==> src/eic_pkg.sv <==
/*
 Shared constants and types for the external interrupt controller.
 Assumes a 50 MHz core clock and a CPU that acknowledges service.
*/
// Contract
// - Four priority levels, thirteen sources
// - Per-source enable bit gates each source
// - Global enable clear blocks all sources; irq_o ignores it and follows stat & mask
// - Two active-low external request pins
// - Trigger bit 0: low level requests
// - Trigger bit 1: high then low sets
// - Pins sampled once per machine cycle
// - Edge flag cleared on service entry
// - Level still low re-requests after return
// - Level flag follows sampled pin
// - Enabled external request wakes processor
package eic_pkg;
	localparam int NUM_SRC = 13;
	localparam int NUM_LVL = 4;
	localparam int SRC_W = 4;
	localparam int CLK_PER_MC = 6;
	localparam logic [2:0] SAMPLE_PHASE = 3'h5;
	localparam logic [2:0] MC_LAST = 3'h5;
	localparam logic [3:0] ADDR_EN_A = 4'h0;
	localparam logic [3:0] ADDR_EN_B = 4'h1;
	localparam logic [3:0] ADDR_CTRL = 4'h2;
	localparam logic [3:0] ADDR_PRIO_LO = 4'h3;
	localparam logic [3:0] ADDR_PRIO_HI = 4'h4;
	localparam logic [3:0] ADDR_STAT = 4'h5;
	localparam logic [3:0] ADDR_MASK = 4'h6;
	localparam logic [3:0] ADDR_ACT = 4'h7;
	localparam int GIE_BIT = 7;
	localparam int TRIG0_BIT = 0;
	localparam int TRIG1_BIT = 1;
	localparam logic [7:0] EN_RST = 8'h00;
	localparam logic [12:0] PRIO_RST = 13'h0000;
	typedef struct packed {
		logic [3:0] addr;
		logic [7:0] wdata;
		logic wr;
		logic rd;
	} eic_bus_type;
	typedef struct packed {
		logic valid;
		logic [1:0] level;
		logic [3:0] source;
	} eic_req_type;
	typedef enum logic [1:0] {
		EIC_RUN = 2'b00,
		EIC_SLEEP = 2'b01
	} eic_pwr_type;
endpackage

==> src/eic_top.sv <==
/*
 External interrupt controller: two external pins, thirteen sources,
 four-level arbitration, wake from idle or power down.
 Assumes the CPU pulses ack with the granted source on service entry
 and pulses ret when the service routine returns.
*/
// Added by the designer: the strobed register port and the register offsets.
`timescale 1ns/10ps
`default_nettype none
module eic_top
	import eic_pkg::*;
(
	input wire logic clk_sys_i,
	input wire logic nrst_i,
	input wire logic [1:0] ext_irq_pin_n_i,
	input wire logic [10:0] int_src_i,
	input wire logic ack_i,
	input wire logic [3:0] ack_src_i,
	input wire logic ret_i,
	input wire logic sleep_i,
	input wire logic [3:0] addr_i,
	input wire logic [7:0] wdata_i,
	input wire logic wr_i,
	input wire logic rd_i,
	output logic [7:0] rdata_o,
	output logic req_valid_o,
	output logic [3:0] req_src_o,
	output logic [1:0] req_level_o,
	output logic wake_o,
	output logic irq_o
);
	eic_bus_type bus;
	eic_req_type next_req;
	eic_pwr_type pwr;
	logic [7:0] interrupt_enable_reg_a;
	logic [7:0] interrupt_enable_reg_b;
	logic [1:0] ext_trigger_type_bit;
	logic [12:0] prio_lo;
	logic [12:0] prio_hi;
	logic [1:0] pin_meta;
	logic [1:0] pin_sync;
	logic [1:0] pin_smp;
	logic [1:0] ext_irq_request_flag;
	logic [2:0] mc_cnt;
	logic sample_now;
	logic [12:0] pending;
	logic [12:0] enabled;
	logic [1:0] stat;
	logic [1:0] mask;
	logic [1:0] active_lvl;
	logic in_service;
	logic [1:0] ev;

	assign bus = '{addr: addr_i, wdata: wdata_i, wr: wr_i, rd: rd_i};

	// Thirteen-bit enable view: bits 0..6 of reg a, 0..5 of reg b
	function automatic logic [12:0] en_vec(input logic [7:0] a,
		input logic [7:0] b);
		en_vec = {b[5:0], a[6:0]};
	endfunction

	// Source number each pin raises; pin 1 sits at 2, not 1
	function automatic logic [3:0] ext_src(input int pin);
		ext_src = (pin == 0) ? 4'h0 : 4'h2;
	endfunction

	// Machine cycle counter, sampling at one fixed phase
	always_ff @(posedge clk_sys_i or negedge nrst_i) begin
		if (!nrst_i) begin
			mc_cnt <= 3'h0;
		end else if (mc_cnt == MC_LAST) begin
			mc_cnt <= 3'h0;
		end else begin
			mc_cnt <= mc_cnt + 3'h1;
		end
	end
	assign sample_now = (mc_cnt == SAMPLE_PHASE);

	// Pins come from outside; two flops before anything reads them
	always_ff @(posedge clk_sys_i or negedge nrst_i) begin
		if (!nrst_i) begin
			pin_meta <= 2'h3;
			pin_sync <= 2'h3;
		end else begin
			pin_meta <= ext_irq_pin_n_i;
			pin_sync <= pin_meta;
		end
	end

	// One sample per machine cycle; pins held 6 clocks are always seen
	always_ff @(posedge clk_sys_i or negedge nrst_i) begin
		if (!nrst_i) begin
			pin_smp <= 2'h3;
		end else if (sample_now) begin
			pin_smp <= pin_sync;
		end
	end

	// Request flags per external input
	genvar gi;
	generate
		for (gi = 0; gi < 2; gi++) begin : g_ext
			always_ff @(posedge clk_sys_i or negedge nrst_i) begin
				if (!nrst_i) begin
					ext_irq_request_flag[gi] <= 1'b0;
				end else if (!ext_trigger_type_bit[gi]) begin
					// Level mode mirrors the sample; no clear needed
					ext_irq_request_flag[gi] <= ~pin_smp[gi];
				end else if (sample_now && pin_smp[gi] && !pin_sync[gi]) begin
					// Set wins over a same-cycle acknowledge
					ext_irq_request_flag[gi] <= 1'b1;
				end else if (ack_i && ack_src_i == ext_src(gi)) begin
					ext_irq_request_flag[gi] <= 1'b0;
				end
			end
		end
	endgenerate
	assign ev = {sample_now & pin_smp[1] & ~pin_sync[1],
		sample_now & pin_smp[0] & ~pin_sync[0]};

	// Software-visible registers
	always_ff @(posedge clk_sys_i or negedge nrst_i) begin
		if (!nrst_i) begin
			interrupt_enable_reg_a <= EN_RST;
			interrupt_enable_reg_b <= EN_RST;
			ext_trigger_type_bit <= 2'h0;
			prio_lo <= PRIO_RST;
			prio_hi <= PRIO_RST;
			mask <= 2'h0;
		end else if (bus.wr) begin
			case (bus.addr)
				ADDR_EN_A: interrupt_enable_reg_a <= bus.wdata;
				ADDR_EN_B: interrupt_enable_reg_b <= bus.wdata;
				ADDR_CTRL: ext_trigger_type_bit <= {bus.wdata[TRIG1_BIT],
					bus.wdata[TRIG0_BIT]};
				ADDR_PRIO_LO: prio_lo <= {prio_lo[12:8], bus.wdata};
				ADDR_PRIO_HI: prio_hi <= {prio_hi[12:8], bus.wdata};
				ADDR_MASK: mask <= bus.wdata[1:0];
				default: ;
			endcase
		end
	end

	// Sticky event bits; write one to clear, set wins
	always_ff @(posedge clk_sys_i or negedge nrst_i) begin
		if (!nrst_i) begin
			stat <= 2'h0;
		end else begin
			stat <= (stat & ~((bus.wr && bus.addr == ADDR_STAT) ?
				bus.wdata[1:0] : 2'h0)) | ev;
		end
	end

	always_ff @(posedge clk_sys_i or negedge nrst_i) begin
		if (!nrst_i) begin
			irq_o <= 1'b0;
		end else begin
			irq_o <= |(stat & mask);
		end
	end

	always_ff @(posedge clk_sys_i or negedge nrst_i) begin
		if (!nrst_i) begin
			rdata_o <= 8'h00;
		end else if (bus.rd) begin
			case (bus.addr)
				ADDR_EN_A: rdata_o <= interrupt_enable_reg_a;
				ADDR_EN_B: rdata_o <= interrupt_enable_reg_b;
				ADDR_CTRL: rdata_o <= {4'h0, ext_irq_request_flag,
					ext_trigger_type_bit};
				ADDR_PRIO_LO: rdata_o <= prio_lo[7:0];
				ADDR_PRIO_HI: rdata_o <= prio_hi[7:0];
				ADDR_STAT: rdata_o <= {6'h00, stat};
				ADDR_MASK: rdata_o <= {6'h00, mask};
				ADDR_ACT: rdata_o <= {5'h00, in_service, active_lvl};
				default: rdata_o <= 8'h00;
			endcase
		end else begin
			rdata_o <= 8'h00;
		end
	end

	// Sources 0 and 2 are the external pins, others come from peers
	assign pending = {int_src_i[10:1], ext_irq_request_flag[1],
		int_src_i[0], ext_irq_request_flag[0]};
	assign enabled = pending & en_vec(interrupt_enable_reg_a,
		interrupt_enable_reg_b) &
		{NUM_SRC{interrupt_enable_reg_a[GIE_BIT]}};

	// Arbiter: only 8 priority bits per byte are writable, so
	// sources 8..12 stay at level 0 in the high bits
	always_comb begin
		next_req = '0;
		for (int l = NUM_LVL - 1; l >= 0; l--) begin
			for (int s = NUM_SRC - 1; s >= 0; s--) begin
				if (enabled[s] && {prio_hi[s], prio_lo[s]} == 2'(l) &&
					!next_req.valid) begin
					next_req.valid = 1'b1;
					next_req.level = 2'(l);
					next_req.source = 4'(s);
				end
			end
		end
		// Lowest index wins within a level
		for (int s = NUM_SRC - 1; s >= 0; s--) begin
			if (enabled[s] && next_req.valid &&
				{prio_hi[s], prio_lo[s]} == next_req.level) begin
				next_req.source = 4'(s);
			end
		end
		if (in_service && next_req.level <= active_lvl) begin
			next_req.valid = 1'b0;
		end
	end

	always_ff @(posedge clk_sys_i or negedge nrst_i) begin
		if (!nrst_i) begin
			req_valid_o <= 1'b0;
			req_src_o <= 4'h0;
			req_level_o <= 2'h0;
		end else begin
			req_valid_o <= next_req.valid;
			req_src_o <= next_req.source;
			req_level_o <= next_req.level;
		end
	end

	// Service nesting, single level depth
	always_ff @(posedge clk_sys_i or negedge nrst_i) begin
		if (!nrst_i) begin
			in_service <= 1'b0;
			active_lvl <= 2'h0;
		end else if (ack_i) begin
			in_service <= 1'b1;
			active_lvl <= req_level_o;
		end else if (ret_i) begin
			in_service <= 1'b0;
		end
	end

	// Sleep tracking and wake on an enabled external request
	always_ff @(posedge clk_sys_i or negedge nrst_i) begin
		if (!nrst_i) begin
			pwr <= EIC_RUN;
			wake_o <= 1'b0;
		end else begin
			wake_o <= 1'b0;
			case (pwr)
				EIC_RUN: begin
					if (sleep_i) begin
						pwr <= EIC_SLEEP;
					end
				end
				EIC_SLEEP: begin
					if (|{enabled[2], enabled[0]}) begin
						pwr <= EIC_RUN;
						wake_o <= 1'b1;
					end
				end
				default: pwr <= EIC_RUN;
			endcase
		end
	end

	// Elaboration check
	if (NUM_SRC != 13 || CLK_PER_MC != 6) begin : g_bad
		$error("Unsupported source count or cycle length");
	end

	// Checks; pin 1 literals kept apart from ext_src on purpose
	a_mc_wrap: assert property (
		@(posedge clk_sys_i) disable iff (!nrst_i)
		mc_cnt == MC_LAST |=> mc_cnt == 3'h0)
		else $error("Machine cycle not six clocks");
	a_mc_range: assert property (
		@(posedge clk_sys_i) disable iff (!nrst_i)
		mc_cnt <= MC_LAST)
		else $error("Machine cycle counter out of range");
	a_sample_gap: assert property (
		@(posedge clk_sys_i) disable iff (!nrst_i)
		sample_now |=> (!sample_now) [*5] ##1 sample_now)
		else $error("Pin samples not six clocks apart");
	a_gie_block: assert property (
		@(posedge clk_sys_i) disable iff (!nrst_i)
		!interrupt_enable_reg_a[GIE_BIT] |=> !req_valid_o)
		else $error("Request with global enable clear");
	a_en_gate: assert property (
		@(posedge clk_sys_i) disable iff (!nrst_i)
		next_req.valid |-> enabled[next_req.source])
		else $error("Disabled source granted");
	a_src_range: assert property (
		@(posedge clk_sys_i) disable iff (!nrst_i)
		req_valid_o |-> req_src_o < 4'(NUM_SRC))
		else $error("Granted source out of range");
	a_level_track: assert property (
		@(posedge clk_sys_i) disable iff (!nrst_i)
		!ext_trigger_type_bit[0] && $stable(ext_trigger_type_bit[0])
		|-> ext_irq_request_flag[0] == ~$past(pin_smp[0]))
		else $error("Level flag not tracking pin");
	a_level_track_b: assert property (
		@(posedge clk_sys_i) disable iff (!nrst_i)
		!ext_trigger_type_bit[1] && $stable(ext_trigger_type_bit[1])
		|-> ext_irq_request_flag[1] == ~$past(pin_smp[1]))
		else $error("Pin 1 level flag not tracking pin");
	a_edge_set: assert property (
		@(posedge clk_sys_i) disable iff (!nrst_i)
		ext_trigger_type_bit[0] && sample_now && pin_smp[0] && !pin_sync[0]
		|=> ext_irq_request_flag[0])
		else $error("Edge not latched");
	a_edge_set_b: assert property (
		@(posedge clk_sys_i) disable iff (!nrst_i)
		ext_trigger_type_bit[1] && sample_now && pin_smp[1] && !pin_sync[1]
		|=> ext_irq_request_flag[1])
		else $error("Pin 1 edge not latched");
	a_edge_clr: assert property (
		@(posedge clk_sys_i) disable iff (!nrst_i)
		ext_trigger_type_bit[0] && ack_i && ack_src_i == 4'h0 && !ev[0]
		&& $stable(ext_trigger_type_bit) |=> !ext_irq_request_flag[0])
		else $error("Edge flag not cleared on service");
	a_edge_clr_b: assert property (
		@(posedge clk_sys_i) disable iff (!nrst_i)
		ext_trigger_type_bit[1] && ack_i && ack_src_i == 4'h2 && !ev[1]
		&& $stable(ext_trigger_type_bit) |=> !ext_irq_request_flag[1])
		else $error("Pin 1 edge flag not cleared on service");
	a_edge_hold: assert property (
		@(posedge clk_sys_i) disable iff (!nrst_i)
		ext_trigger_type_bit[0] && ext_irq_request_flag[0]
		&& !(ack_i && ack_src_i == 4'h0) |=> ext_irq_request_flag[0])
		else $error("Edge flag lost without service");
	a_sample_hold: assert property (
		@(posedge clk_sys_i) disable iff (!nrst_i)
		!sample_now |=> $stable(pin_smp))
		else $error("Pin sampled off phase");
	a_service_block: assert property (
		@(posedge clk_sys_i) disable iff (!nrst_i)
		in_service && next_req.valid |-> next_req.level > active_lvl)
		else $error("Request not above active level");
	a_act_hold: assert property (
		@(posedge clk_sys_i) disable iff (!nrst_i)
		!ack_i |=> $stable(active_lvl))
		else $error("Active level moved without service");
	a_ret_clear: assert property (
		@(posedge clk_sys_i) disable iff (!nrst_i)
		ret_i && !ack_i |=> !in_service)
		else $error("Service not ended on return");
	a_wake_pulse: assert property (
		@(posedge clk_sys_i) disable iff (!nrst_i)
		pwr == EIC_SLEEP && (enabled[0] || enabled[2]) |=> wake_o)
		else $error("No wake on enabled request");
	a_wake_sleep: assert property (
		@(posedge clk_sys_i) disable iff (!nrst_i)
		wake_o |-> $past(pwr) == EIC_SLEEP)
		else $error("Wake outside sleep");
	a_irq_follow: assert property (
		@(posedge clk_sys_i) disable iff (!nrst_i)
		irq_o == $past(|(stat & mask)))
		else $error("Interrupt line not following status");
endmodule
`default_nettype wire

==> config.mk <==
export PLATFORM = sky130hd
export DESIGN_NAME = eic_top
export DESIGN_NICKNAME = d
export VERILOG_FILES = /design/src/eic_pkg.sv /design/src/eic_top.sv
export SDC_FILE = /design/constraint.sdc
export NUM_CORES = 1
export LEC_CHECK = 0
export ABC_CLOCK_PERIOD_IN_PS = 3700
export BUFFER_PORTS_ARGS = -buffer_cell sky130_fd_sc_hd__buf_2
export CAP_MARGIN = 30
export CORE_MARGIN = 3
export CORE_UTILIZATION = 59
export CTS_CLUSTER_SIZE = 24
export DETAILED_ROUTE_END_ITERATION = 8
export PLACE_DENSITY = 0.81
export SLEW_MARGIN = 20
export SYNTH_ARGS = -nofsm -noshare
export SYNTH_HDL_FRONTEND = slang
export SYNTH_SLANG_ARGS = --single-unit
==> constraint.sdc <==
create_clock -name clk_sys_i -period 3.7 [get_ports clk_sys_i]
set_input_delay 0.74 -clock clk_sys_i [delete_from_list [all_inputs] [get_ports clk_sys_i]]
set_output_delay 0.74 -clock clk_sys_i [all_outputs]
set_load 0.01 [all_outputs]
==> results of run 1 <==
## synthesized netlist by cell type (all sizes together), types with 4 or more instances
| master | n |
|---|---|
| nor3 | 17 |
| nor2 | 17 |
| dfrtp | 64 |
| mux2i | 6 |
| o22ai | 7 |
| a41oi | 9 |
| a22oi | 9 |
| inv | 12 |
| nor4b | 5 |
| o211ai | 6 |
| a21o | 5 |
| nand4 | 13 |
| nor2b | 5 |
| a221oi | 4 |
| o21ai | 13 |
| clkbuf | 12 |
| and4 | 4 |
| or2 | 6 |
| o32ai | 4 |
| nand2 | 34 |
| buf | 11 |
| and3 | 6 |
| and4b | 4 |
| mux2 | 45 |
| a31oi | 5 |
| nor4 | 4 |
| a21oi | 11 |
| dfstp | 6 |
| nand4b | 4 |
| nand3 | 28 |
## critical path, stage by stage (launching register included)
cell	delay [ns]
dfrtp_2	0.55
nand4b_1	0.28
a2bb2oi_1	0.50
nand4_1	0.21
nor4_2	0.46
a2111oi_4	0.16
buf_12	0.18
or3_1	0.39
a221oi_1	0.28
a31oi_1	0.12
## cell type report
type / count / area (um^2) / share of cell area
clock buffer: 10 / 137.6 / 0.02770
tap: 96 / 120.1 / 0.02418
multi-input combinational: 328 / 2396 / 0.4822
clock inverter: 6 / 93.84 / 0.01889
sequential: 70 / 1760 / 0.3543
timing repair buffer: 71 / 415.4 / 0.08361
inverter: 12 / 45.04 / 0.009066
## metal layers
| metal | vias to the layer above | track usage | routed length, um |
|---|---|---|---|
| li1 | 1814 | - | - |
| met1 | 2030 | 0.4409 | 5281 |
| met2 | 286 | 0.5289 | 6416 |
| met3 | 53 | 0.07374 | 1440 |
| met4 | 0 | 0.1344 | 514 |
| met5 | - | 0 | 0 |
## where the power goes
part	internal [mW]	switching (mW)
logic	0.478	0.548
clock network	0.403	0.325
registers	0.931	0.229
total	1.81	1.10
## cell families (layout without fill, tap and decap cells)
logic type | after synthesis | after routing | share of synthesized area
flops | 70 | 70 | 0.4074
fa+ha+maj | 2 | 2 | 0.005794
xor+xnor | 2 | 2 | 0.004058
compound gates | 110 | 110 | 0.1965
buf+inv | 35 | 99 | 0.03767
simple gates | 163 | 163 | 0.2173
mux | 51 | 51 | 0.1313
## registers in the layout (all words and copies together) (netlist names)
name / cells
pwr: 1
pin_smp: 2
pin_meta: 2
prio_hi: 8
prio_lo: 8
req_level_o: 2
ext_irq_request_flag: 2
ext_trigger_type_bit: 2
pin_sync: 2
irq_o: 1
interrupt_enable_reg_a: 8
rdata_o: 8
active_lvl: 2
interrupt_enable_reg_b: 8
in_service: 1
stat: 2
req_src_o: 4
mc_cnt: 3
wake_o: 1
mask: 2
req_valid_o: 1
## worst max-delay path by stage
stage / depth (start not counted) / slack [ns] / to
5_1_grt: 9 / 0.18 / req_src_o[0]
4_1_cts: 9 / 0.28 / req_src_o[3]
6_report: 9 / 0.43 / req_src_o[0]
2_1_floorplan: 8 / 0.71 / req_src_o[3]
3_3_place_gp: 10 / 0.21 / req_src_o[0]
3_5_place_dp: 10 / 0.24 / req_src_o[3]
## through the flow
stage               power, mW    util  instance area (um^2)  cells  setup WS, ns
floorplan               1.782       -                  4318    433        0.7078
global placement        2.137  0.6820                  4736    577        0.2073
detailed placement      2.154  0.6820                  4736    577        0.2389
CTS                     2.888  0.7153                  4967    593        0.2753
global route            3.052  0.7155                  4969    593        0.1806
finish                  2.914  0.7155                  4969    593        0.4310
## timing repair
action                                 in CTS  in global routing
endpoints found under the hold margin       0                  0
setup endpoints to repair                   0                  1
gates resized for setup                     0                  1
==> metrics.yaml, run 1 <==
yosys:
  synth_ff_type: "dfrtp_1"
  synth_edf_count: 0
  synth_warnings: 0
  yosysUniqueCellTypes: 74
  netlist_area_um2: 4318
  async_flop_share: 1.000
  synth-seq-cells: 70
  synth_top_cell_by_area: "dfrtp_1"
  synth_fp_nets: 471
  syn_avg_cell_area_um2: 9.972
  synth_top_area_frac: 0.3709
  syn_inst: 433
  synthTopCellsByArea: "dfrtp_1 37%, mux2_2 12%, dfstp_2 3.7%, nand3_1 3.1%, nand2_1 3.0%"
  ys_seq_area_frac: 0.4074
critical_path:
  crit_required_ns: 3.94
  cp-end-kind: "flip-flop"
  r2r-end: "req_src_o[0]"
  r2r_slack_ns: 0.43
  arrival_ns: 3.51
  crit_path_start_kind: "flip-flop"
  startpoint: "interrupt_enable_reg_a[7]"
  r2r-start: "interrupt_enable_reg_a[7]"
  rr_worst_depth: 9
  crit_type: "reg2reg"
  crit_path_max_fanout: 23
floorplanning:
  core_um2: 6944
  row_count: 30
  die_w_um: 91.55
  die_h_um: 91.55
  start_util: 0.6218
  io_pins: 53
  die-area_um2: 8380
sta:
  tns_ns: 0
  fmax_mhz: 305.9
  max_slew_margin: 0.4696
  whs_ns: 0.3498
  final_max_slew_viol_count: 0
  grt_setup_unrepaired: "no"
  tightest_slew_ns: 0.7884
  fin_skew_ns: 0.02068
  finalHoldViolCount: 0
  finalCritPeriodShare: 0.8835
  post-route-min-period_ns: 3.269
  setup_viol: 0
global_route:
  grt_overflow: 0
  grt_max_degree: 29
  antenna_found_initial: 0
  grt_pass1_vias: 4012
  grt_pass1_wl_um: 21660
  track_usage: 0.3332
clocking:
  clockRootBuffer: "clkbuf_8"
  clock_latency_ns: 0.36
  h-tree-depth: 3
  path_clk_slew_ns: 0.10
  cts_sinks: 70
  post_cts.repair.setup_buffers: 0
  hold_buffers: 0
  cts_buffers: 9
  clockBufferDepth: 2
  cts_tree: "done"
drt:
  drt-pass1-iter-count: 7
  post_drt_wl_per_cell_um: 23.02
  drc: 0
  num_vias: 4183
  routed_wl_um: 13650
  via_per_inst: 7.054
  postRouteAntennaNets: 0
  first_iter_violations: 488
min_path:
  hold_start: "pin_meta[1]"
  hold-path-endpoint: "pin_sync[1]"
  worstHoldPathCells: 0
  hold_path_class: "reg2reg"
pwr:
  p_leak_nw: 2.169
  peakVddDrop_uv: 360.3
  power_density_nw_per_um2: 586.5
run:
  cap_violations: 0
place:
  port_buffers: 52
  hpwl_um: 10030
  place_congestion: 0.9491
finish:
  mostFrequentLayoutCell: "dfrtp_1"
  final_cell_mix: "63 x dfrtp_1, 52 x buf_2, 45 x mux2_2"
  nFillCells: 500
  final_layout_size_suffix_gt1_frac: 0.3099
  n_antenna_cell: 0
  nets: 530
  syn_to_final_growth_pct: 15.07
status:
  status: "finished, final reports clean"
Power figures use the tool's default switching activity.
==> inputs of run 2 (changes only) <==
ABC_CLOCK_PERIOD_IN_PS = 3040   (was 3700)
CELL_PAD_IN_SITES_DETAIL_PLACEMENT = 1   (was unset)
CELL_PAD_IN_SITES_GLOBAL_PLACEMENT = 1   (was unset)
CORE_UTILIZATION = 46   (was 59)
PLACE_DENSITY = unset   (was 0.81)
PLACE_DENSITY_LB_ADDON = 0.1   (was unset)
clock period = 3.04 ns   (was 3.7 ns; I/O delays follow)
==> metrics.yaml, run 2 (synthesized netlist as in run 1, its figures left out) <==
sta:
  tns_ns: 0
  whs_ns: 0.3125
  setup_ws_ns: 0.04384
  tightest_slew_ns: 0.7611
  finalHoldViolCount: 0
  fmax_mhz: 333.8
  max_slew_margin: 0.4926
  finalCritPeriodShare: 0.9856
  final_max_slew_viol_count: 0
  fin_skew_ns: 0.01196
  post-route-min-period_ns: 2.996
  setup_viol: 0
floorplanning:
  row_count: 34
  die-area_um2: 10590
  die_w_um: 102.9
  die_h_um: 102.9
  core_um2: 8934
  io_pins: 53
  start_util: 0.4833
critical_path:
  crit_top_cell: "buf_4"
  crit_path_start_kind: "flip-flop"
  crit_chain: "buf_4 -> buf_4 -> and4b_2 -> a32o_1 -> or2_4 -> a2111oi_4 -> buf_4 -> mux2i_4 -> o211ai_1 -> nor4bb_2"
  slowest_stage: "a2111oi_4"
  cp-end-kind: "flip-flop"
  cp_num_buf_inv: 3
  crit_type: "reg2reg"
  r2r-end: "req_src_o[3]"
  slowest_delay_ns: 0.42
  arrival_ns: 3.25
  critPathTopFamily: "simple AND/OR/NAND/NOR gates"
  crit_path_max_fanout: 8
  r2r_slack_ns: 0.04
  r2r-start: "interrupt_enable_reg_a[7]"
  crit_required_ns: 3.30
  rr_worst_depth: 10
drt:
  drc: 0
  postRouteAntennaNets: 0
  drt-pass1-iter-count: 5
  via_per_inst: 6.551
  post_drt_wl_per_cell_um: 24.56
  first_iter_violations: 287
  num_vias: 4304
  routed_wl_um: 16140
clocking:
  cts_tree: "done"
  path_clk_slew_ns: 0.09
  clock_latency_ns: 0.36
  clockBufferDepth: 2
  cts_buffers: 9
  hold_buffers: 0
  clockRootBuffer: "clkbuf_8"
  h-tree-depth: 3
  cts_sinks: 70
finish:
  n_antenna_cell: 0
  syn_to_final_growth_pct: 26.31
  final_cell_mix: "69 x buf_4, 64 x dfrtp_1, 52 x buf_2"
  final_layout_size_suffix_gt1_frac: 0.3880
  nets: 582
  mostFrequentLayoutCell: "buf_4"
place:
  dpl_worst_slack_ns: -0.1004
  hpwl_um: 11910
  place_congestion: 1.042
  port_buffers: 52
pwr:
  power_density_nw_per_um2: 724.4
  p_leak_nw: 2.424
  peakVddDrop_uv: 421.0
global_route:
  antenna_found_initial: 0
  grt_pass1_wl_um: 25330
  grt_pass1_vias: 4537
  grt_max_degree: 39
  track_usage: 0.3175
  grt_overflow: 0
min_path:
  hold_path_class: "in2async"
run:
  cap_violations: 0
status:
  status: "finished, final reports clean"
run 2: what timing repair did:
item / 4_1_cts / 5_1_grt
buffers inserted: 0 / 2
gates resized for setup: 0 / 14
setup endpoints to repair: 0 / 4
run 2: worst register-to-register path, cell delays in order (launching register included):
cell,delay (ns)
dfrtp_1,0.39
buf_4,0.17
buf_4,0.17
and4b_2,0.28
a32o_1,0.23
or2_4,0.26
a2111oi_4,0.42
buf_4,0.19
mux2i_4,0.25
o211ai_1,0.19
nor4bb_2,0.32
run 2: worst max path at each step:
stage	end	slack [ns]	start	depth (start not counted)
floorplan	req_src_o[3]	0.18	int_src_i[5]	8
global placement	req_src_o[1]	-0.003	int_src_i[3]	11
detailed placement	req_src_o[0]	-0.10	int_src_i[3]	10
CTS	req_src_o[0]	0.07	interrupt_enable_reg_a[7]	10
global route	req_src_o[3]	-0.06	interrupt_enable_reg_a[7]	11
finish	req_src_o[3]	0.04	interrupt_enable_reg_a[7]	10
run 2: metrics by stage:
step	util	total power, mW	instances	area [um^2]
final	0.6105	3.951	657	5454
after global placement	0.5738	2.794	639	5126
after floorplan	-	2.169	433	4318
after global routing	0.6105	4.143	657	5454
after CTS	0.6013	3.840	655	5371
after detailed placement	0.5738	2.852	639	5126
run 2: power by group:
| group | internal [mW] | switching (mW) |
|---|---|---|
| Combinational | 0.773 | 0.850 |
| Sequential | 1.13 | 0.234 |
| Clock | 0.550 | 0.411 |
run 2: routing by layer:
| metal | wire [um] | GRT usage | up-vias |
|---|---|---|---|
| met5 | 0 | 0 | - |
| met4 | 451 | 0.1106 | 0 |
| met3 | 1104 | 0.05751 | 42 |
| met2 | 7838 | 0.5205 | 208 |
| met1 | 6743 | 0.4226 | 2138 |
| li1 | - | - | 1916 |
run 2: final cells by class:
| cell class | count | area [um^2] |
|---|---|---|
| clock inverters | 7 | 121.4 |
| inverters | 12 | 45.04 |
| repair buffers | 123 | 809.5 |
| clock buffers | 9 | 123.9 |
| multi-input cells | 328 | 2460 |
| fillers | 1058 | 3480 |
| flip-flops and latches | 70 | 1759 |
| well taps | 108 | 135.1 |
==> inputs of run 3 (changes only) <==
SETUP_SLACK_MARGIN = 0.05   (was unset)
==> metrics.yaml, run 3 (synthesized netlist as in run 1, its figures left out) <==
min_path:
  hold_path_class: "in2async"
floorplanning:
  die_h_um: 102.9
  row_count: 34
  core_um2: 8934
  start_util: 0.4833
  die_w_um: 102.9
  io_pins: 53
  die-area_um2: 10590
global_route:
  antenna_found_initial: 0
  grt_max_degree: 39
  grt_pass1_vias: 4537
  grt_pass1_wl_um: 25330
  track_usage: 0.3175
  grt_overflow: 0
sta:
  tightest_slew_ns: 0.7555
  finalHoldViolCount: 0
  fmax_mhz: 334.3
  max_slew_margin: 0.4963
  finalCritPeriodShare: 0.9840
  grt_setup_unrepaired: "yes"
  setup_viol: 0
  final_max_slew_viol_count: 0
  post-route-min-period_ns: 2.991
  fin_skew_ns: 0.01075
  whs_ns: 0.3110
pwr:
  peakVddDrop_uv: 423.8
  p_leak_nw: 2.441
  finalPower_mw: 3.959
  power_density_nw_per_um2: 722.7
run:
  cap_violations: 0
critical_path:
  crit_type: "reg2reg"
  arrival_ns: 3.25
  crit_path_start_kind: "flip-flop"
  cp-end-kind: "flip-flop"
  crit_path_max_fanout: 8
  rr_worst_depth: 10
  crit_required_ns: 3.30
place:
  place_congestion: 1.042
  placed_cells: 639
  hpwl_um: 11910
  port_buffers: 52
  post_dp_cell_area_um2: 5126
finish:
  n_antenna_cell: 0
  finalNonFillerCells: 659
  final_cell_mix: "71 x buf_4, 64 x dfrtp_1, 52 x buf_2"
  nets: 584
  nFillCells: 1054
  final_layout_size_suffix_gt1_frac: 0.3938
  mostFrequentLayoutCell: "buf_4"
  syn_to_final_growth_pct: 26.86
  design_area_um2: 5478
clocking:
  cts_sinks: 70
  path_clk_slew_ns: 0.09
  cts_tree: "done"
  h-tree-depth: 3
  clockBufferDepth: 2
  clockRootBuffer: "clkbuf_8"
  hold_buffers: 0
  cts_buffers: 9
  clock_latency_ns: 0.36
drt:
  routed_wl_um: 16280
  postRouteAntennaNets: 0
  first_iter_violations: 302
  post_drt_wl_per_cell_um: 24.70
  num_vias: 4326
  drc: 0
  drt-pass1-iter-count: 5
  via_per_inst: 6.564
status:
  status: "finished, final reports clean"
run 3: cell types whose count changed in the layout (fill, tap and decap cells not counted), sizes merged:
cell,change
buf,+2
run 3: final timing paths:
kind / startpoint / end / slack [ns]
setup / recovery: interrupt_enable_reg_a[7] / req_src_o[3] / 0.05
hold / removal: nrst_i / req_src_o[0] / 0.31
setup reg to reg: interrupt_enable_reg_a[7] / req_src_o[3] / 0.05
hold reg to reg: pin_meta[0] / pin_sync[0] / 0.37
max in group asynchronous: nrst_i / interrupt_enable_reg_a[5] / 2.05
min in group clk_sys_i: ext_irq_pin_n_i[0] / pin_meta[0] / 0.34
run 3: worst max-delay path, stage by stage (launching register included):
cell and delay [ns]:
dfrtp_1 0.40, buf_4 0.18, buf_4 0.17, and4b_2 0.28, a32o_1 0.23, or2_4 0.26
a2111oi_4 0.42, buf_4 0.19, mux2i_4 0.26, o211ai_1 0.19, nor4bb_2 0.31
run 3: layer usage:
metal | GRT usage | wire length [um]
met3 | 0.05751 | 1020
met5 | 0 | 0
met4 | 0.1106 | 395
met1 | 0.4226 | 6910
met2 | 0.5205 | 7949
run 3: final cells by class:
cell class | count | area [um^2] | share of cell area
clock buffers | 9 | 123.9 | 0.02261
clock inverters | 7 | 121.4 | 0.02216
inverters | 12 | 45.04 | 0.008223
multi-input cells | 328 | 2469 | 0.4507
flip-flops and latches | 70 | 1759 | 0.3212
well taps | 108 | 135.1 | 0.02467
repair buffers | 125 | 824.5 | 0.1505
run 3: stage by stage:
stage / utilization / setup TNS [ns] / setup slack [ns]
finish: 0.6132 / 0 / 0.04872
CTS: 0.6013 / 0 / 0.06935
floorplan: - / 0 / 0.1798
global placement: 0.5738 / -0.002740 / -0.002740
detailed placement: 0.5738 / -0.1291 / -0.1004
global route: 0.6132 / -0.03005 / -0.03005
run 3: timing repair:
item                                    4_1_cts  5_1_grt
buffers inserted                              0        4
resized for setup                             0       16
endpoints found under the setup margin        0        5
run 3: where the power goes:
group / leakage, nW / total (mW) / internal [mW] / switching (mW)
clock: 0.124 / 0.960 / 0.550 / 0.411
combinational: 1.46 / 1.63 / 0.775 / 0.853
sequential: 0.859 / 1.37 / 1.13 / 0.237
total: 2.44 / 3.96 / 2.46 / 1.50
